$ cat src/psfc_regs.svh
// Purpose: constants of the program sequencer flow-control block
// Assumes: included by the package and by the design modules
// Notes: opcodes, depth limits and reset values live here
`ifndef PSFC_REGS_SVH
`define PSFC_REGS_SVH

// widths
`define PSFC_LINE_W 16
`define PSFC_VAL_W 32
`define PSFC_NCOND 4
`define PSFC_CDEP_W 4
`define PSFC_STK_AW 3

// depth limits
`define PSFC_CALL_MAX 4'h8
`define PSFC_IF_MAX 8'hff

// command opcodes
`define PSFC_OP_OTHER 3'h0
`define PSFC_OP_IF 3'h1
`define PSFC_OP_ELSE 3'h2
`define PSFC_OP_ENDIF 3'h3
`define PSFC_OP_CALL 3'h4
`define PSFC_OP_END 3'h5
`define PSFC_OP_TRIM 3'h6
`define PSFC_OP_ENTER 3'h7

// condition joins, trim argument bit position
`define PSFC_JOIN_AND 1'h0
`define PSFC_JOIN_OR 1'h1
`define PSFC_TRIM_BIT 0

// reset values and fixed addresses
`define PSFC_AUTO_LINE 16'h0000
`define PSFC_LINE_RST 16'h0000
`define PSFC_CDEP_RST 4'h0
`define PSFC_IDEP_RST 8'h00
`define PSFC_LINE_ONE 16'h0001
`define PSFC_CDEP_ONE 4'h1
`define PSFC_IDEP_ONE 8'h01

`endif

$ cat src/psfc_pkg.sv
// Purpose: shared types of the flow-control block
// Assumes: constants come from psfc_regs.svh
// Notes: nothing here carries logic
`default_nettype none
`include "psfc_regs.svh"
package psfc_pkg;
   typedef enum logic [1:0] {ST_BOOT, ST_RUN, ST_POP} psfc_state_t;
   typedef logic [2:0] psfc_op_t;
   typedef logic [`PSFC_LINE_W-1:0] psfc_line_t;
endpackage : psfc_pkg
`default_nettype wire

$ cat src/psfc_stk_if.sv
// Purpose: carrier between the sequencer and its return-line stack
// Assumes: one clock, owned by the sequencer
// Notes: read data arrives one cycle after the read address
`timescale 1ns/1ns
`default_nettype none
`include "psfc_regs.svh"
interface psfc_stk_if;
   logic wr_en;
   logic [`PSFC_STK_AW-1:0] wr_addr;
   psfc_pkg::psfc_line_t wr_data;
   logic [`PSFC_STK_AW-1:0] rd_addr;
   psfc_pkg::psfc_line_t rd_data;
   modport owner (output wr_en, output wr_addr, output wr_data, output rd_addr, input rd_data);
   modport mem (input wr_en, input wr_addr, input wr_data, input rd_addr, output rd_data);
endinterface : psfc_stk_if
`default_nettype wire

$ cat src/psfc_stack_mem.sv
// Purpose: eight-entry memory of return lines
// Assumes: single clock, synchronous reset
// Notes: read data is registered, so it lags the address by one cycle
`timescale 1ns/1ns
`default_nettype none
`include "psfc_regs.svh"
module psfc_stack_mem (
   input wire logic clk, // controller clock
   input wire logic rst, // synchronous reset, active high
   psfc_stk_if.mem stk // write and read ports
);
   psfc_pkg::psfc_line_t mem_q [0:(1<<`PSFC_STK_AW)-1];
   psfc_pkg::psfc_line_t rd_ff;

   // storage write
   always_ff @(posedge clk) begin
      if (stk.wr_en) begin
         mem_q[stk.wr_addr] <= stk.wr_data;
      end
   end

   // registered read
   always_ff @(posedge clk) begin
      if (rst) begin
         rd_ff <= `PSFC_LINE_RST;
      end else begin
         rd_ff <= mem_q[stk.rd_addr];
      end
   end

   assign stk.rd_data = rd_ff;
endmodule : psfc_stack_mem
`default_nettype wire

$ cat src/psfc_seq.sv
// Purpose: flow control of a stored-program command sequencer
// Assumes: one command per accepted handshake, conditions already evaluated to numbers
// Notes: skipped commands are absorbed here, executable ones are passed on by a pulse
`timescale 1ns/1ns
`default_nettype none
`include "psfc_regs.svh"
module psfc_seq (
   input wire logic REF_CLK, // 25 MHz controller clock
   input wire logic SYS_RST, // synchronous reset, active high
   input wire logic AUTO_PRESENT, // stored program opens with the auto-start label
   input wire logic CMD_VALID, // command offered
   input wire logic [2:0] CMD_OP, // command opcode
   input wire logic [7:0] CMD_ARG, // small numeric argument (trim level)
   input wire logic [`PSFC_LINE_W-1:0] CMD_LINE, // line of this command
   input wire logic [`PSFC_LINE_W-1:0] CMD_DEST, // destination line of call or routine
   input wire logic [`PSFC_NCOND*`PSFC_VAL_W-1:0] CMD_COND, // condition values, first in low word
   input wire logic [2:0] CMD_NCOND, // number of conditions, zero means none
   input wire logic [`PSFC_NCOND-2:0] CMD_JOIN, // join before condition i+1, 1 = or
   output logic CMD_READY, // command can be taken
   output logic EXEC, // pass an ordinary command on for execution
   output logic JUMP, // redirect program fetch
   output logic [`PSFC_LINE_W-1:0] JUMP_ADDR, // line to fetch next
   output logic ERR, // command error pulse
   output logic RUN, // program running
   output logic [`PSFC_CDEP_W-1:0] CALL_DEPTH, // return stack depth
   output logic [7:0] IF_DEPTH, // open conditional blocks
   output logic SKIPPING // commands are being skipped
);
   psfc_pkg::psfc_state_t state_ff, nxt_state;
   logic ready_ff, nxt_ready;
   logic exec_ff, jump_ff, err_ff, run_ff, skip_ff, else_ok_ff;
   logic nxt_exec, nxt_jump, nxt_err, nxt_run, nxt_skip, nxt_else_ok;
   psfc_pkg::psfc_line_t jaddr_ff, nxt_jaddr;
   logic [`PSFC_CDEP_W-1:0] cdep_ff, nxt_cdep;
   logic [7:0] idep_ff, nxt_idep, slvl_ff, nxt_slvl;
   psfc_stk_if stk ();
   psfc_stack_mem u_mem (
      .clk(REF_CLK),
      .rst(SYS_RST),
      .stk(stk)
   );
   // conditions: nonzero is true, joined left to right
   function automatic logic psfc_cond(input logic [`PSFC_NCOND*`PSFC_VAL_W-1:0] vals,
                                      input logic [2:0] n, input logic [`PSFC_NCOND-2:0] joins);
      logic acc, term;
      acc = 1'b1;
      if (n != 3'h0) begin
         acc = (vals[`PSFC_VAL_W-1:0] != '0);
      end
      for (int i = 1; i < `PSFC_NCOND; i++) begin
         term = (vals[i*`PSFC_VAL_W +: `PSFC_VAL_W] != '0);
         if (3'(i) < n) begin
            acc = (joins[i-1] == `PSFC_JOIN_OR) ? (acc | term) : (acc & term);
         end
      end
      return acc;
   endfunction : psfc_cond
   // command decode
   wire accept = CMD_VALID & ready_ff & (state_ff == psfc_pkg::ST_RUN);
   wire live = ~skip_ff;
   wire cond = psfc_cond(CMD_COND, CMD_NCOND, CMD_JOIN);
   wire is_other = accept & (CMD_OP == `PSFC_OP_OTHER);
   wire is_if = accept & (CMD_OP == `PSFC_OP_IF);
   wire is_else = accept & (CMD_OP == `PSFC_OP_ELSE);
   wire is_endif = accept & (CMD_OP == `PSFC_OP_ENDIF);
   wire is_call = accept & (CMD_OP == `PSFC_OP_CALL) & live;
   wire is_end = accept & (CMD_OP == `PSFC_OP_END) & live;
   wire is_trim = accept & (CMD_OP == `PSFC_OP_TRIM) & live;
   wire is_enter = accept & (CMD_OP == `PSFC_OP_ENTER);
   wire call_full = (cdep_ff == `PSFC_CALL_MAX);
   wire call_empty = (cdep_ff == `PSFC_CDEP_RST);
   wire call_go = is_call & cond;
   wire push_req = call_go | is_enter;
   wire push_ok = push_req & ~call_full;
   wire pop_ok = is_end & ~call_empty;
   wire halt = is_end & call_empty;
   wire trim_one = is_trim & CMD_ARG[`PSFC_TRIM_BIT];
   wire trim_zero = is_trim & ~CMD_ARG[`PSFC_TRIM_BIT];
   // conditional nesting decode
   wire [8:0] nest_sum = {1'b0, idep_ff} + {1'b0, slvl_ff};
   wire if_full = (nest_sum >= {1'b0, `PSFC_IF_MAX});
   wire if_none = (idep_ff == `PSFC_IDEP_RST);
   wire slvl_zero = (slvl_ff == `PSFC_IDEP_RST);
   wire cmd_err = (push_req & call_full) | (is_if & if_full) | (trim_one & call_empty)
                  | ((is_else | is_endif) & live & if_none);
   // stack ports: push at current depth, always read the top entry
   assign stk.wr_en = push_ok;
   assign stk.wr_addr = cdep_ff[`PSFC_STK_AW-1:0];
   assign stk.wr_data = is_enter ? CMD_LINE : psfc_pkg::psfc_line_t'(CMD_LINE + `PSFC_LINE_ONE);
   assign stk.rd_addr = cdep_ff[`PSFC_STK_AW-1:0] - `PSFC_STK_AW'(1);
   // next state of the sequencer
   always_comb begin
      nxt_state = state_ff;
      nxt_ready = ready_ff;
      nxt_exec = is_other & live;
      nxt_jump = 1'b0;
      nxt_jaddr = jaddr_ff;
      nxt_err = cmd_err;
      nxt_run = run_ff;
      nxt_skip = skip_ff;
      nxt_else_ok = else_ok_ff;
      nxt_cdep = cdep_ff;
      nxt_idep = idep_ff;
      nxt_slvl = slvl_ff;
      case (state_ff)
         psfc_pkg::ST_BOOT: begin
            nxt_state = psfc_pkg::ST_RUN;
            nxt_ready = 1'b1;
            nxt_run = AUTO_PRESENT;
            nxt_jump = AUTO_PRESENT;
            nxt_jaddr = `PSFC_AUTO_LINE;
         end
         psfc_pkg::ST_POP: begin
            nxt_state = psfc_pkg::ST_RUN;
            nxt_ready = 1'b1;
            nxt_jump = 1'b1;
            nxt_jaddr = stk.rd_data;
            nxt_cdep = cdep_ff - `PSFC_CDEP_ONE;
         end
         psfc_pkg::ST_RUN: begin
            if (push_ok) begin
               nxt_cdep = cdep_ff + `PSFC_CDEP_ONE;
               nxt_jump = 1'b1;
               nxt_jaddr = CMD_DEST;
               nxt_run = 1'b1;
            end
            if (pop_ok) begin
               nxt_state = psfc_pkg::ST_POP;
               nxt_ready = 1'b0;
            end
            if (halt) begin
               nxt_run = 1'b0;
            end
            if (trim_one & ~call_empty) begin
               nxt_cdep = cdep_ff - `PSFC_CDEP_ONE;
            end
            if (trim_zero) begin
               nxt_cdep = `PSFC_CDEP_RST;
            end
            if (is_if & live & ~if_full) begin
               nxt_idep = idep_ff + `PSFC_IDEP_ONE;
               nxt_skip = ~cond;
               nxt_else_ok = 1'b1;
            end
            if (is_if & skip_ff & ~if_full) begin
               nxt_slvl = slvl_ff + `PSFC_IDEP_ONE;
            end
            if (is_else & live & ~if_none) begin
               nxt_skip = 1'b1;
               nxt_else_ok = 1'b0;
            end
            if (is_else & skip_ff & slvl_zero & else_ok_ff) begin
               nxt_skip = 1'b0;
            end
            if (is_endif & live & ~if_none) begin
               nxt_idep = idep_ff - `PSFC_IDEP_ONE;
            end
            if (is_endif & skip_ff) begin
               if (slvl_zero) begin
                  nxt_skip = 1'b0;
                  nxt_idep = idep_ff - `PSFC_IDEP_ONE;
               end else begin
                  nxt_slvl = slvl_ff - `PSFC_IDEP_ONE;
               end
            end
         end
         default: nxt_state = psfc_pkg::ST_BOOT;
      endcase
   end
   // control registers
   always_ff @(posedge REF_CLK) begin
      if (SYS_RST) begin
         state_ff <= psfc_pkg::ST_BOOT;
         ready_ff <= 1'b0;
         exec_ff <= 1'b0;
         jump_ff <= 1'b0;
         jaddr_ff <= `PSFC_LINE_RST;
         err_ff <= 1'b0;
         run_ff <= 1'b0;
         skip_ff <= 1'b0;
         else_ok_ff <= 1'b0;
      end else begin
         state_ff <= nxt_state;
         ready_ff <= nxt_ready;
         exec_ff <= nxt_exec;
         jump_ff <= nxt_jump;
         jaddr_ff <= nxt_jaddr;
         err_ff <= nxt_err;
         run_ff <= nxt_run;
         skip_ff <= nxt_skip;
         else_ok_ff <= nxt_else_ok;
      end
   end
   // depth counters
   always_ff @(posedge REF_CLK) begin
      if (SYS_RST) begin
         cdep_ff <= `PSFC_CDEP_RST;
         idep_ff <= `PSFC_IDEP_RST;
         slvl_ff <= `PSFC_IDEP_RST;
      end else begin
         cdep_ff <= nxt_cdep;
         idep_ff <= nxt_idep;
         slvl_ff <= nxt_slvl;
      end
   end
   assign CMD_READY = ready_ff;
   assign EXEC = exec_ff;
   assign JUMP = jump_ff;
   assign JUMP_ADDR = jaddr_ff;
   assign ERR = err_ff;
   assign RUN = run_ff;
   assign CALL_DEPTH = cdep_ff;
   assign IF_DEPTH = idep_ff;
   assign SKIPPING = skip_ff;
   // checks on the flow decisions
   property p_if_true;
      @(posedge REF_CLK) disable iff (SYS_RST) (is_if & live & ~if_full & cond) |=> !SKIPPING;
   endproperty
   a_if_true: assert property (p_if_true) else $error("true opener did not execute on");
   property p_if_false;
      @(posedge REF_CLK) disable iff (SYS_RST)
         (is_if & live & ~if_full & ~cond) |=> SKIPPING && IF_DEPTH == $past(idep_ff) + 8'h01;
   endproperty
   a_if_false: assert property (p_if_false) else $error("false opener did not skip");
   property p_else_resume;
      @(posedge REF_CLK) disable iff (SYS_RST) (is_else & skip_ff & slvl_zero & else_ok_ff) |=> !SKIPPING;
   endproperty
   a_else_resume: assert property (p_else_resume) else $error("else did not resume");
   property p_if_full;
      @(posedge REF_CLK) disable iff (SYS_RST) (is_if & if_full) |=> ERR && $stable(IF_DEPTH);
   endproperty
   a_if_full: assert property (p_if_full) else $error("nesting overflow not flagged");
   property p_call;
      @(posedge REF_CLK) disable iff (SYS_RST)
         (call_go & ~call_full) |=> JUMP && JUMP_ADDR == $past(CMD_DEST) && CALL_DEPTH == $past(cdep_ff) + 4'h1;
   endproperty
   a_call: assert property (p_call) else $error("call did not push and jump");
   property p_return;
      @(posedge REF_CLK) disable iff (SYS_RST)
         pop_ok |=> !CMD_READY ##1 (JUMP && CALL_DEPTH == $past(cdep_ff, 2) - 4'h1);
   endproperty
   a_return: assert property (p_return) else $error("end did not return");
   property p_trim_one;
      @(posedge REF_CLK) disable iff (SYS_RST)
         (trim_one & ~call_empty) |=> !JUMP && CALL_DEPTH == $past(cdep_ff) - 4'h1;
   endproperty
   a_trim_one: assert property (p_trim_one) else $error("trim one misbehaved");
   property p_trim_zero;
      @(posedge REF_CLK) disable iff (SYS_RST) trim_zero |=> CALL_DEPTH == 4'h0;
   endproperty
   a_trim_zero: assert property (p_trim_zero) else $error("trim zero did not empty");
   property p_auto;
      @(posedge REF_CLK) disable iff (SYS_RST)
         (!SYS_RST && state_ff == psfc_pkg::ST_BOOT && AUTO_PRESENT) |=> RUN && JUMP && JUMP_ADDR == `PSFC_AUTO_LINE;
   endproperty
   a_auto: assert property (p_auto) else $error("auto-start missed");
   property p_call_full;
      @(posedge REF_CLK) disable iff (SYS_RST) (push_req & call_full) |=> ERR && CALL_DEPTH == `PSFC_CALL_MAX && !JUMP;
   endproperty
   a_call_full: assert property (p_call_full) else $error("stack overflow not refused");
endmodule : psfc_seq
`default_nettype wire

$ cat config.mk
export PLATFORM = sky130hd
export DESIGN_NAME = psfc_seq
export DESIGN_NICKNAME = d
export VERILOG_FILES = /design/src/psfc_pkg.sv /design/src/psfc_stk_if.sv /design/src/psfc_stack_mem.sv /design/src/psfc_seq.sv
export VERILOG_INCLUDE_DIRS = /design/src
export SDC_FILE = /design/constraint.sdc
export NUM_CORES = 1
export LEC_CHECK = 0
export BUFFER_PORTS_ARGS = -buffer_cell sky130_fd_sc_hd__buf_2
export CAP_MARGIN = 40
export CELL_PAD_IN_SITES_DETAIL_PLACEMENT = 0
export CELL_PAD_IN_SITES_GLOBAL_PLACEMENT = 1
export CORE_MARGIN = 8
export CORE_UTILIZATION = 47
export CTS_BUF_LIST = sky130_fd_sc_hd__clkbuf_4 sky130_fd_sc_hd__clkbuf_8
export DETAILED_ROUTE_END_ITERATION = 16
export GPL_ROUTABILITY_DRIVEN = 0
export PLACE_DENSITY = 0.9
export SETUP_SLACK_MARGIN = 0.05
export SLEW_MARGIN = 30
export SYNTH_ARGS = -nofsm -noshare
export SYNTH_HDL_FRONTEND = slang
export SYNTH_SLANG_ARGS = --single-unit
$ cat constraint.sdc
create_clock -name REF_CLK -period 9.9 [get_ports REF_CLK]
set_input_delay 1.98 -clock REF_CLK [delete_from_list [all_inputs] [get_ports REF_CLK]]
set_output_delay 1.98 -clock REF_CLK [all_outputs]
set_load 0.01 [all_outputs]
After elaboration in Yosys (flattened, before gate mapping)
Memory sizes are Yosys's and may differ from the RTL's. A register that Yosys moved wholly into a read port is not among the register bits.
Cells that the tools add are included.
{"block": "totals", "register_bits": 45, "mem_bits_rw": 128, "wordCells": 155, "memories": 1}
{"block": "op_classes", "add_sub_neg": 9, "n_lt_le_gt_ge": 4, "eq_ne": 14, "muxes": 38, "bitwise_logic": 56, "n_reduce_logical": 21}
{"memory": "u_mem.mem_q", "words": 8, "word_bits": 16, "rd": 1, "rd_ports_with_merged_regs": 1, "write_ports": 1, "line_no": "psfc_stack_mem.sv:12", "text": "psfc_pkg::psfc_line_t mem_q [0:(1<<`PSFC_STK_AW)-1];"}
{"cell": "nonzero test 32 bit", "count": 4}
{"cell": "two-way mux 8 bit", "count": 7}
{"cell": "one-hot mux 16 bit (3 select lines)", "count": 1}
{"cell": "bitwise AND 1 bit", "count": 41}
{"cell": "two-way mux 16 bit", "count": 2}
{"cell": "two-way mux 1 bit", "count": 19}
{"cell": "adder 16 x 1 -> 16 bit (second input constant)", "count": 1}
{"cell": "adder 8 x 1 -> 8 bit (second input constant)", "count": 2}
{"cell": "zero test 8 bit", "count": 2}
{"cell": "subtractor 8 x 1 -> 8 bit (second input constant)", "count": 2}
{"cell": "== test 3 bit (second input constant)", "count": 4}
{"cell": "two-way mux 4 bit", "count": 3}
{"cell": "AND reduction 2 bit", "count": 5}
{"cell": "adder 8 x 8 -> 9 bit", "count": 1}
{"cell": "greater-or-equal comparator 9 x 8 -> 1 bit (second input constant)", "count": 1}
{"cell": "OR 1 bit", "count": 8}
{"cell": "one-hot mux 4 bit (2 select lines)", "count": 1}
{"cell": "nonzero test 2 bit", "count": 4}
{"cell": "NOT 1 bit", "count": 7}
{"cell": "== test 3 x 2 -> 1 bit (second input constant)", "count": 2}
{"cell": "less-than comparator 2 x 3 -> 1 bit (first input constant)", "count": 2}
{"cell": "nonzero test 3 bit", "count": 2}
{"cell": "adder 4 x 1 -> 4 bit (second input constant)", "count": 1}
{"cell": "== test 4 bit (second input constant)", "count": 1}
{"cell": "other kinds (17)", "count": 19}

Longest topological paths before layout
Gate-level depths: netlist (run 1).
{"block": "logic_depth", "word_depth": 18, "ltp_mapped": 12, "depth_no_buf": 11}

Modules after synthesis
From an unflattened synthesis (run 1), not the netlist that was laid out.
{"block": "hier_totals", "cells_unflattened": 735, "area_unflattened_um2": 9118.7}
{"mod": "psfc_stack_mem", "n_inst": 1, "cells_each": 232, "area_per_inst_um2": 5266.3}
{"mod": "psfc_seq", "n_inst": 1, "cells_each": 503, "area_per_inst_um2": 3852.4}

Least setup slack after synthesis (run 1)
Ideal clock, no wire load.
{"block": "synth_path", "path_kind": "input -> register", "startpoint": "input port CMD_OP[1]", "endpoint": "memory u_mem.mem_q[0][0] (netlist bit), enable pin", "arrival_time_ns": 4.484, "slack_ns": 5.007, "stages": 7, "cell_sequence": "nand4b_1 > or3_1 > nor2b_1 > a21oi_2 > buf_2 > or2_2 > nor3_1"}
{"block": "synth_via", "elab_chain_cells": 8, "word_cells_on_any_way": 10}
{"element": "from (decl)", "line_no": "psfc_seq.sv:12", "text": "input wire logic [2:0] CMD_OP,"}
{"element": "== test 3 bit (no line)"}
{"element": "bitwise AND 1 bit (2 in a row)", "line_no": "psfc_seq.sv:66", "text": "wire is_call = accept & (CMD_OP == `PSFC_OP_CALL) & live;"}
{"element": "bitwise AND 1 bit", "line_no": "psfc_seq.sv:72", "text": "wire call_go = is_call & cond;"}
{"element": "OR 1 bit *", "line_no": "psfc_seq.sv:73", "text": "wire push_req = call_go | is_enter;"}
{"element": "bitwise AND 1 bit *", "line_no": "psfc_seq.sv:74", "text": "wire push_ok = push_req & ~call_full;"}
{"element": "two-way mux 1 bit *", "line_no": "psfc_stack_mem.sv:17", "text": "if (stk.wr_en) begin"}
{"element": "two-way mux 1 bit (not written as such) *", "line_no": "psfc_stack_mem.sv:18", "text": "mem_q[stk.wr_addr] <= stk.wr_data;"}
{"element": "to (decl)", "line_no": "psfc_stack_mem.sv:12"}
Every way passes the cells marked *; elsewhere a longest branch is shown, timed or not.

Worst setup path after layout (run 1)
{"block": "layout_path", "startpoint": "input port CMD_COND[3]", "endpoint": "register jaddr_ff[3] (netlist: JUMP_ADDR[3])"}
{"block": "layout_via", "elab_chain_cells": 16, "word_cells_on_any_way": 19}
{"element": "from (decl)", "line_no": "psfc_seq.sv:16", "text": "input wire logic [`PSFC_NCOND*`PSFC_VAL_W-1:0] CMD_COND,"}
{"element": "nonzero test 32 bit *", "line_no": "psfc_seq.sv:48", "text": "acc = (vals[`PSFC_VAL_W-1:0] != '0);"}
{"element": "two-way mux 1 bit *", "line_no": "psfc_seq.sv:47", "text": "if (n != 3'h0) begin"}
{"element": "bitwise AND 1 bit / OR 1 bit (equally long branches)", "line_no": "psfc_seq.sv:53", "text": "acc = (joins[i-1] == `PSFC_JOIN_OR) ? (acc | term) : (acc & term);"}
{"element": "two-way mux 1 bit", "line_no": "psfc_seq.sv:53"}
{"element": "two-way mux 1 bit *", "line_no": "psfc_seq.sv:52", "text": "if (3'(i) < n) begin"}
{"element": "bitwise AND 1 bit / OR 1 bit (equally long branches)", "line_no": "psfc_seq.sv:53"}
{"element": "two-way mux 1 bit", "line_no": "psfc_seq.sv:53"}
{"element": "two-way mux 1 bit *", "line_no": "psfc_seq.sv:52"}
{"element": "bitwise AND 1 bit / OR 1 bit (equally long branches)", "line_no": "psfc_seq.sv:53"}
{"element": "two-way mux 1 bit", "line_no": "psfc_seq.sv:53"}
{"element": "two-way mux 1 bit *", "line_no": "psfc_seq.sv:52"}
{"element": "bitwise AND 1 bit *", "line_no": "psfc_seq.sv:72"}
{"element": "OR 1 bit *", "line_no": "psfc_seq.sv:73"}
{"element": "bitwise AND 1 bit *", "line_no": "psfc_seq.sv:74"}
{"element": "!= test 2 bit (no line) *"}
{"element": "AND reduction 2 bit (no line) *"}
{"element": "to (signal assigned)", "line_no": "psfc_seq.sv:177", "text": "jaddr_ff <= `PSFC_LINE_RST;"}
{"element": "to (signal assigned)", "line_no": "psfc_seq.sv:187", "text": "jaddr_ff <= nxt_jaddr;"}
{"element": "to (decl)", "line_no": "psfc_seq.sv:33", "text": "psfc_pkg::psfc_line_t jaddr_ff, nxt_jaddr;"}
Marks and branches as above.
A chain may end at the register's enable or synchronous reset.

==> results.json, run 1 <==
{
  "cts_sinks": 189,
  "cts_resized": 0,
  "power_density_mw_per_mm2": 190,
  "drt_first_pass_iters": 5,
  "required_ns": 10.30,
  "worst_slew_pin_slew_ns": 0.827,
  "synth_top_area_share": 0.423,
  "min_period_ns": 4.69,
  "drt-initial-drc-count": 612,
  "worst_path_largest_cell_delay_ns": 0.75,
  "status": "finished clean",
  "cp-end-kind": "flop",
  "cpMaxStageDelayCell": "a21o_1",
  "rsz0062_at_grt": "no",
  "utilization": 0.567,
  "r2r_slack_ns": 6.14,
  "clock_latency_ns": 0.48,
  "fin_tns_setup_ns": 0,
  "antenna_found_initial": 6,
  "hold_viol": 0,
  "swShare": 0.325,
  "power_frac_seq": 0.452,
  "r2r_cells": 10,
  "p_int_uw": 1400,
  "ir_worst_vdd_uv": 103,
  "n_fill_cell": 1546,
  "synth_edf_count": 128,
  "wl_um": 24900,
  "grt_pass1_wl_um": 38000,
  "critical_path_class": "primary input to flop",
  "synth_xor_area_frac": 0.0212,
  "port-buffer-count": 207,
  "synthTopCellsByArea": "edfxtp_1 (42%), dfxtp_1 (13%), mux4_2 (7.9%)",
  "dp.cells": 1195,
  "htreeDepth": 4,
  "grt_max_degree": 52,
  "postSynthCellCount": 746,
  "r2r-start": "CALL_DEPTH[0]$_SDFFE_PP0P_",
  "crit_fanout": 16,
  "setup_violations": 0,
  "drcViolationCount": 0,
  "ys_seq_area_frac": 0.558,
  "hold_buffers": 0,
  "slew_violations": 0,
  "crit_chain": "buf_2 -> nor4_1 -> nand4_1 -> nor3_1 -> o21ai_1 -> a211o_1 -> a21oi_2 -> a21o_1 -> mux2i_1",
  "dp_hpwl_um": 18100,
  "synth_fa_ha_area_frac": 0.0339,
  "syn_nets": 951,
  "netlist_area_mm2": 0.00908,
  "power_switching_uw": 672,
  "cp-endpoint": "JUMP_ADDR[3]$_SDFFE_PP0P_",
  "vias_per_cell": 5.57,
  "core_area_mm2": 0.0192,
  "fmax_ghz": 0.213,
  "p_comb_frac": 0.288,
  "synth-main-ff-cell": "edfxtp_1",
  "cp_num_cells": 9,
  "drv_cap": 0,
  "die-area_mm2": 0.0240,
  "final_cell_mix": "buf_2 (207), edfxtp_1 (128), nand2_1 (100)",
  "multi_input_area_mm2": 0.00384,
  "cts_buffer_depth": 2,
  "yosys_register_bits": 189,
  "grt.total_usage": 0.206,
  "initial_utilization": 0.473,
  "antenna_left": 0,
  "num_io_pins": 215,
  "die_w_um": 155,
  "rows": 51,
  "holdCritPathClass": "flop to flop",
  "synth_simple_gate_area_share": 0.170,
  "pwr-share-clk": 0.260,
  "via_count": 6858,
  "clk_pin_slew_ns": 0.10,
  "cts_tree": "done",
  "final_common_cell": "buf_2",
  "critPathLaunch": "CMD_COND[3]",
  "die_h_um": 155,
  "drive_above_1_share": 0.322,
  "synth_warnings": 0,
  "leakagePower_uw": 0.00408,
  "nets": 1154,
  "cp_num_buf_inv": 1,
  "postSynthAreaPerCell_um2": 12.2,
  "max_slew_margin": 0.449,
  "grt_pass1_vias": 6881,
  "cpLargestDelayFamily": "compound AO/OA/AOI/OAI gates",
  "start_kind": "primary input",
  "synth.area.mux_share": 0.109,
  "cts_made_buffers": 17,
  "ys_types": 73,
  "r2r_end": "u_mem.mem_q[1][0]$_DFFE_PP_",
  "synth_area_leader_cell": "edfxtp_1",
  "routedWlPerCell_um": 20.2,
  "cts-root-buf": "clkbuf_8",
  "post-route-period-util": 0.474,
  "fin_cells": 1231,
  "async_flop_share": 0,
  "grt.overflow.total": 0,
  "cp.arrival_ns": 5.09,
  "ff_latch_area_mm2": 0.00507,
  "whs_ns": 0.461,
  "skew_ns": 0.0152,
  "postCtsSetupRepairBufs": 0,
  "synth_compound_area_frac": 0.0822,
  "syn_to_final_growth_pct": 19.8,
  "synth_top_family_by_area": "simple AND/OR/NAND/NOR gates"
}
tightest hold or removal path, cell delays in order (launching register included):
cell and delay [ns]:
dfxtp_1 0.32, nand2_1 0.05, mux2i_1 0.05
area by class of cell:
type                       instances  share of cell area
sequential                       189               0.465
multi-input combinational        505               0.353
timing repair buffer             219               0.105
tap                              265              0.0305
clock buffer                      19              0.0229
clock inverter                    13              0.0167
inverter                          17             0.00586
antenna                            4            0.000919
state kept, by name, summed over array words and instances (netlist names):
signal / cells
u_mem.mem_q: 128
state_ff: 2
JUMP: 1
CALL_DEPTH: 4
ERR: 1
JUMP_ADDR: 16
u_mem.stk.rd_data: 16
EXEC: 1
slvl_ff: 8
else_ok_ff: 1
SKIPPING: 1
CMD_READY: 1
RUN: 1
IF_DEPTH: 8
power by group through the flow:
stage                     Combinational [uW]  Clock (uW)  Sequential [uW]
after CTS                                601         542              935
final                                    596         537              935
after floorplan                          431           0              941
after global routing                     650         571              940
after global placement                   582           0              950
after detailed placement                 600           0              952
Yosys cell counts (3+ instances only):
library cell,instances
edfxtp_1,128
nand2_1,100
dfxtp_1,61
nor2_1,46
nor4_1,36
a21oi_1,35
mux4_2,32
clkbuf_1,24
ha_1,23
mux2i_1,18
nand3_1,18
nor3_1,18
a22o_1,17
inv_1,17
nand4_1,14
xnor2_1,14
nor2b_1,12
o21ai_0,11
and3_1,9
xor2_1,8
mux2_1,7
a31oi_1,6
nand2b_1,6
buf_2,5
o21ai_1,5
or3_1,5
a21o_1,3
a32oi_1,3
and4_1,3
nor4b_1,3
o21a_1,3
or2_2,3
worst min path at each step:
stage / startpoint / endpoint / slack (ns) / depth (start not counted)
3_3_place_gp: JUMP_ADDR[14]$_SDFFE_PP0P_ / JUMP_ADDR[14]$_SDFFE_PP0P_ / 0.44 / 2
4_1_cts: JUMP_ADDR[14]$_SDFFE_PP0P_ / JUMP_ADDR[14]$_SDFFE_PP0P_ / 0.47 / 2
2_1_floorplan: else_ok_ff$_SDFFE_PP0P_ / else_ok_ff$_SDFFE_PP0P_ / 0.47 / 2
6_report: JUMP_ADDR[14]$_SDFFE_PP0P_ / JUMP_ADDR[14]$_SDFFE_PP0P_ / 0.46 / 2
3_5_place_dp: JUMP_ADDR[10]$_SDFFE_PP0P_ / JUMP_ADDR[10]$_SDFFE_PP0P_ / 0.45 / 2
5_1_grt: JUMP_ADDR[5]$_SDFFE_PP0P_ / JUMP_ADDR[5]$_SDFFE_PP0P_ / 0.48 / 2
layer usage:
layer	track usage	up-vias	share of wire
met2	0.375	308	0.52
met3	0.0463	53	0.076
met5	0	-	0
met4	0.0896	0	0.032
li1	-	3249	-
met1	0.226	3248	0.37
cells by family (layout without fill, tap and decap cells):
kind of cell / Yosys count / count (layout)
flip-flops: 189 / 189
XOR/XNOR: 22 / 22
AND/OR/NAND/NOR: 295 / 295
other: 0 / 4
adder cells (fa/ha/maj): 24 / 24
buffers and inverters: 52 / 268
multiplexers: 58 / 58
AO/OA/AOI/OAI: 106 / 106
through the flow:
| step | total power (uW) | setup slack [ns] | instance area [um^2] |
|---|---|---|---|
| 3_3_place_gp | 1530 | 4.74 | 10400 |
| 6_report | 2070 | 5.21 | 10900 |
| 3_5_place_dp | 1550 | 4.70 | 10400 |
| 5_1_grt | 2160 | 4.99 | 10900 |
| 2_1_floorplan | 1370 | 5.01 | 9080 |
| 4_1_cts | 2080 | 5.18 | 10900 |
Power figures use the tool's default switching activity.
==> run 2, diff against run 1 <==
CORE_UTILIZATION = 40   (was 47)
PLACE_DENSITY = 0.82   (was 0.9)
clock period = 4.1 ns   (was 9.9 ns; I/O delays follow)
==> run 2 against run 1 <==
  * Clock power grew 150%
  * Clock-buffer cell count down 2
  * Cell count increased by 2.5%
  * Worst hold slack improved by 0.0040 ns
  * Non-clock buffer count up 12
  * Sequential power up 140%
  * Clock skew decreased by 0.00086 ns
  * Highest routed layer is now met5
  * Critical path depth is 2 higher
  * Sequential cell count is the same
  * Global-route usage fell by 1.9 points
  * Largest power group unchanged
  * Sequential share of layout area down 0.72 points
  * Power up 150%
==> results.json, run 2 (synthesis results as in run 1) <==
{
  "worst_path_largest_cell_delay_ns": 0.57,
  "drv_cap": 0,
  "drive_above_1_share": 0.330,
  "p_int_uw": 3320,
  "syn_to_final_growth_pct": 21.7,
  "core_area_mm2": 0.0224,
  "cts_sinks": 189,
  "fmax_ghz": 0.307,
  "utilization": 0.493,
  "cts_made_buffers": 17,
  "die_w_um": 167,
  "required_ns": 4.47,
  "antenna_found_initial": 5,
  "r2r_cells": 11,
  "hold_viol": 0,
  "cp-end-kind": "flop",
  "whs_path_depth": 2,
  "via_count": 6956,
  "ir_worst_vdd_uv": 226,
  "hold_path.startpoint": "JUMP_ADDR[10]$_SDFFE_PP0P_",
  "hold_end": "JUMP_ADDR[10]$_SDFFE_PP0P_",
  "leakagePower_uw": 0.00417,
  "crit_chain": "ha_1 -> inv_1 -> fa_1 -> nor2b_1 -> o21a_1 -> o21ai_1 -> a21o_1 -> a31oi_4 -> nand3_1 -> o41ai_2 -> mux2_1",
  "final_cell_mix": "buf_2 (207), edfxtp_1 (128), nand2_1 (100)",
  "cts_tree": "done",
  "cp.arrival_ns": 3.63,
  "postCtsSetupRepairBufs": 0,
  "status": "finished clean",
  "dp_hpwl_um": 19300,
  "skew_ns": 0.0144,
  "swShare": 0.347,
  "rsz0062_at_grt": "no",
  "routedWlPerCell_um": 20.6,
  "power_density_mw_per_mm2": 460,
  "cpLargestDelayFamily": "compound AO/OA/AOI/OAI gates",
  "clk_pin_slew_ns": 0.11,
  "cts_buffer_depth": 2,
  "die_h_um": 167,
  "grt.overflow.total": 0,
  "power_frac_seq": 0.440,
  "setup_violations": 0,
  "num_io_pins": 215,
  "final_common_cell": "buf_2",
  "htreeDepth": 4,
  "drt_first_pass_iters": 5,
  "cts_resized": 0,
  "p_comb_frac": 0.301,
  "r2r-start": "IF_DEPTH[0]$_SDFFE_PP0N_",
  "r2r_end": "slvl_ff[7]$_SDFFE_PP0N_",
  "grt_pass1_vias": 7069,
  "grt_max_degree": 41,
  "grt.total_usage": 0.187,
  "antenna_left": 0,
  "pwr-share-clk": 0.259,
  "worst_slew_pin_slew_ns": 0.728,
  "max_slew_margin": 0.515,
  "wl_um": 25900,
  "holdCritPathClass": "flop to flop",
  "cpMaxStageDelayCell": "dfxtp_1",
  "drcViolationCount": 0,
  "fin_tns_setup_ns": 0,
  "largest_reg_flops": 128,
  "start_kind": "flop",
  "post-route-period-util": 0.794,
  "power_switching_uw": 1770,
  "cp_num_buf_inv": 1,
  "drt-initial-drc-count": 546,
  "critical_path_class": "flop to flop",
  "n_fill_cell": 2012,
  "crit_fanout": 8,
  "r2r_slack_ns": 0.84,
  "nets": 1166,
  "cts-root-buf": "clkbuf_8",
  "die-area_mm2": 0.0278,
  "initial_utilization": 0.405,
  "slew_violations": 0,
  "clock_latency_ns": 0.48,
  "hold_buffers": 0,
  "regMostFlops": "u_mem.mem_q",
  "grt_pass1_wl_um": 40300,
  "rows": 55,
  "port-buffer-count": 207,
  "vias_per_cell": 5.51,
  "min_period_ns": 3.26
}
run 2: how the worst max path moves through the flow:
stage / startpoint / endpoint / slack, ns / cells after the start
detailed placement: CMD_COND[114] / u_mem.mem_q[1][5]$_DFFE_PP_ / 0.55 / 10
global route: IF_DEPTH[0]$_SDFFE_PP0N_ / slvl_ff[7]$_SDFFE_PP0N_ / 0.64 / 11
CTS: IF_DEPTH[0]$_SDFFE_PP0N_ / slvl_ff[7]$_SDFFE_PP0N_ / 0.82 / 11
global placement: CMD_OP[0] / u_mem.mem_q[1][15]$_DFFE_PP_ / 0.62 / 8
finish: IF_DEPTH[0]$_SDFFE_PP0N_ / slvl_ff[7]$_SDFFE_PP0N_ / 0.84 / 11
floorplan: CALL_DEPTH[0]$_SDFFE_PP0P_ / u_mem.mem_q[1][0]$_DFFE_PP_ / 0.07 / 10
run 2: cell type report:
class	instances	area, um^2	share of cell area
antenna	3	7.51	0.000679
sequential	189	5070	0.458
clock buffer	17	234	0.0212
inverter	17	63.8	0.00577
tap	285	357	0.0322
clock inverter	15	215	0.0195
multi-input combinational	505	3840	0.347
timing repair buffer	231	1270	0.115
run 2: per-stage QoR:
step | power (uW) | hold slack (ns) | worst slack, ns | instances | instance area, um^2
finish | 5090 | 0.465 | 0.844 | 1262 | 11100
global route | 5330 | 0.484 | 0.643 | 1262 | 11100
CTS | 5120 | 0.468 | 0.822 | 1258 | 11000
detailed placement | 3820 | 0.452 | 0.552 | 1226 | 10600
global placement | 3760 | 0.443 | 0.615 | 1224 | 10500
floorplan | 3310 | 0.468 | 0.0702 | 746 | 9090
run 2: tightest hold or removal path: stages (launching register included):
cell	delay [ns]
dfxtp_1	0.33
nand2_1	0.05
mux2i_1	0.05
run 2: power groups by stage:
stage                     logic [uW]  registers [uW]  clock network [uW]
after global routing            1670            2250                1410
after floorplan                 1040            2270                   0
final                           1530            2240                1320
after CTS                       1530            2250                1340
after detailed placement        1530            2290                   0
after global placement          1470            2290                   0
run 2: per-layer routing:
metal  track usage  wire length, um  vias up
met5             0               12        -
met1         0.206             9870     3358
li1              -                -     3279
met4        0.0736              528        2
met3        0.0478             1770       38
met2         0.339            13800      279
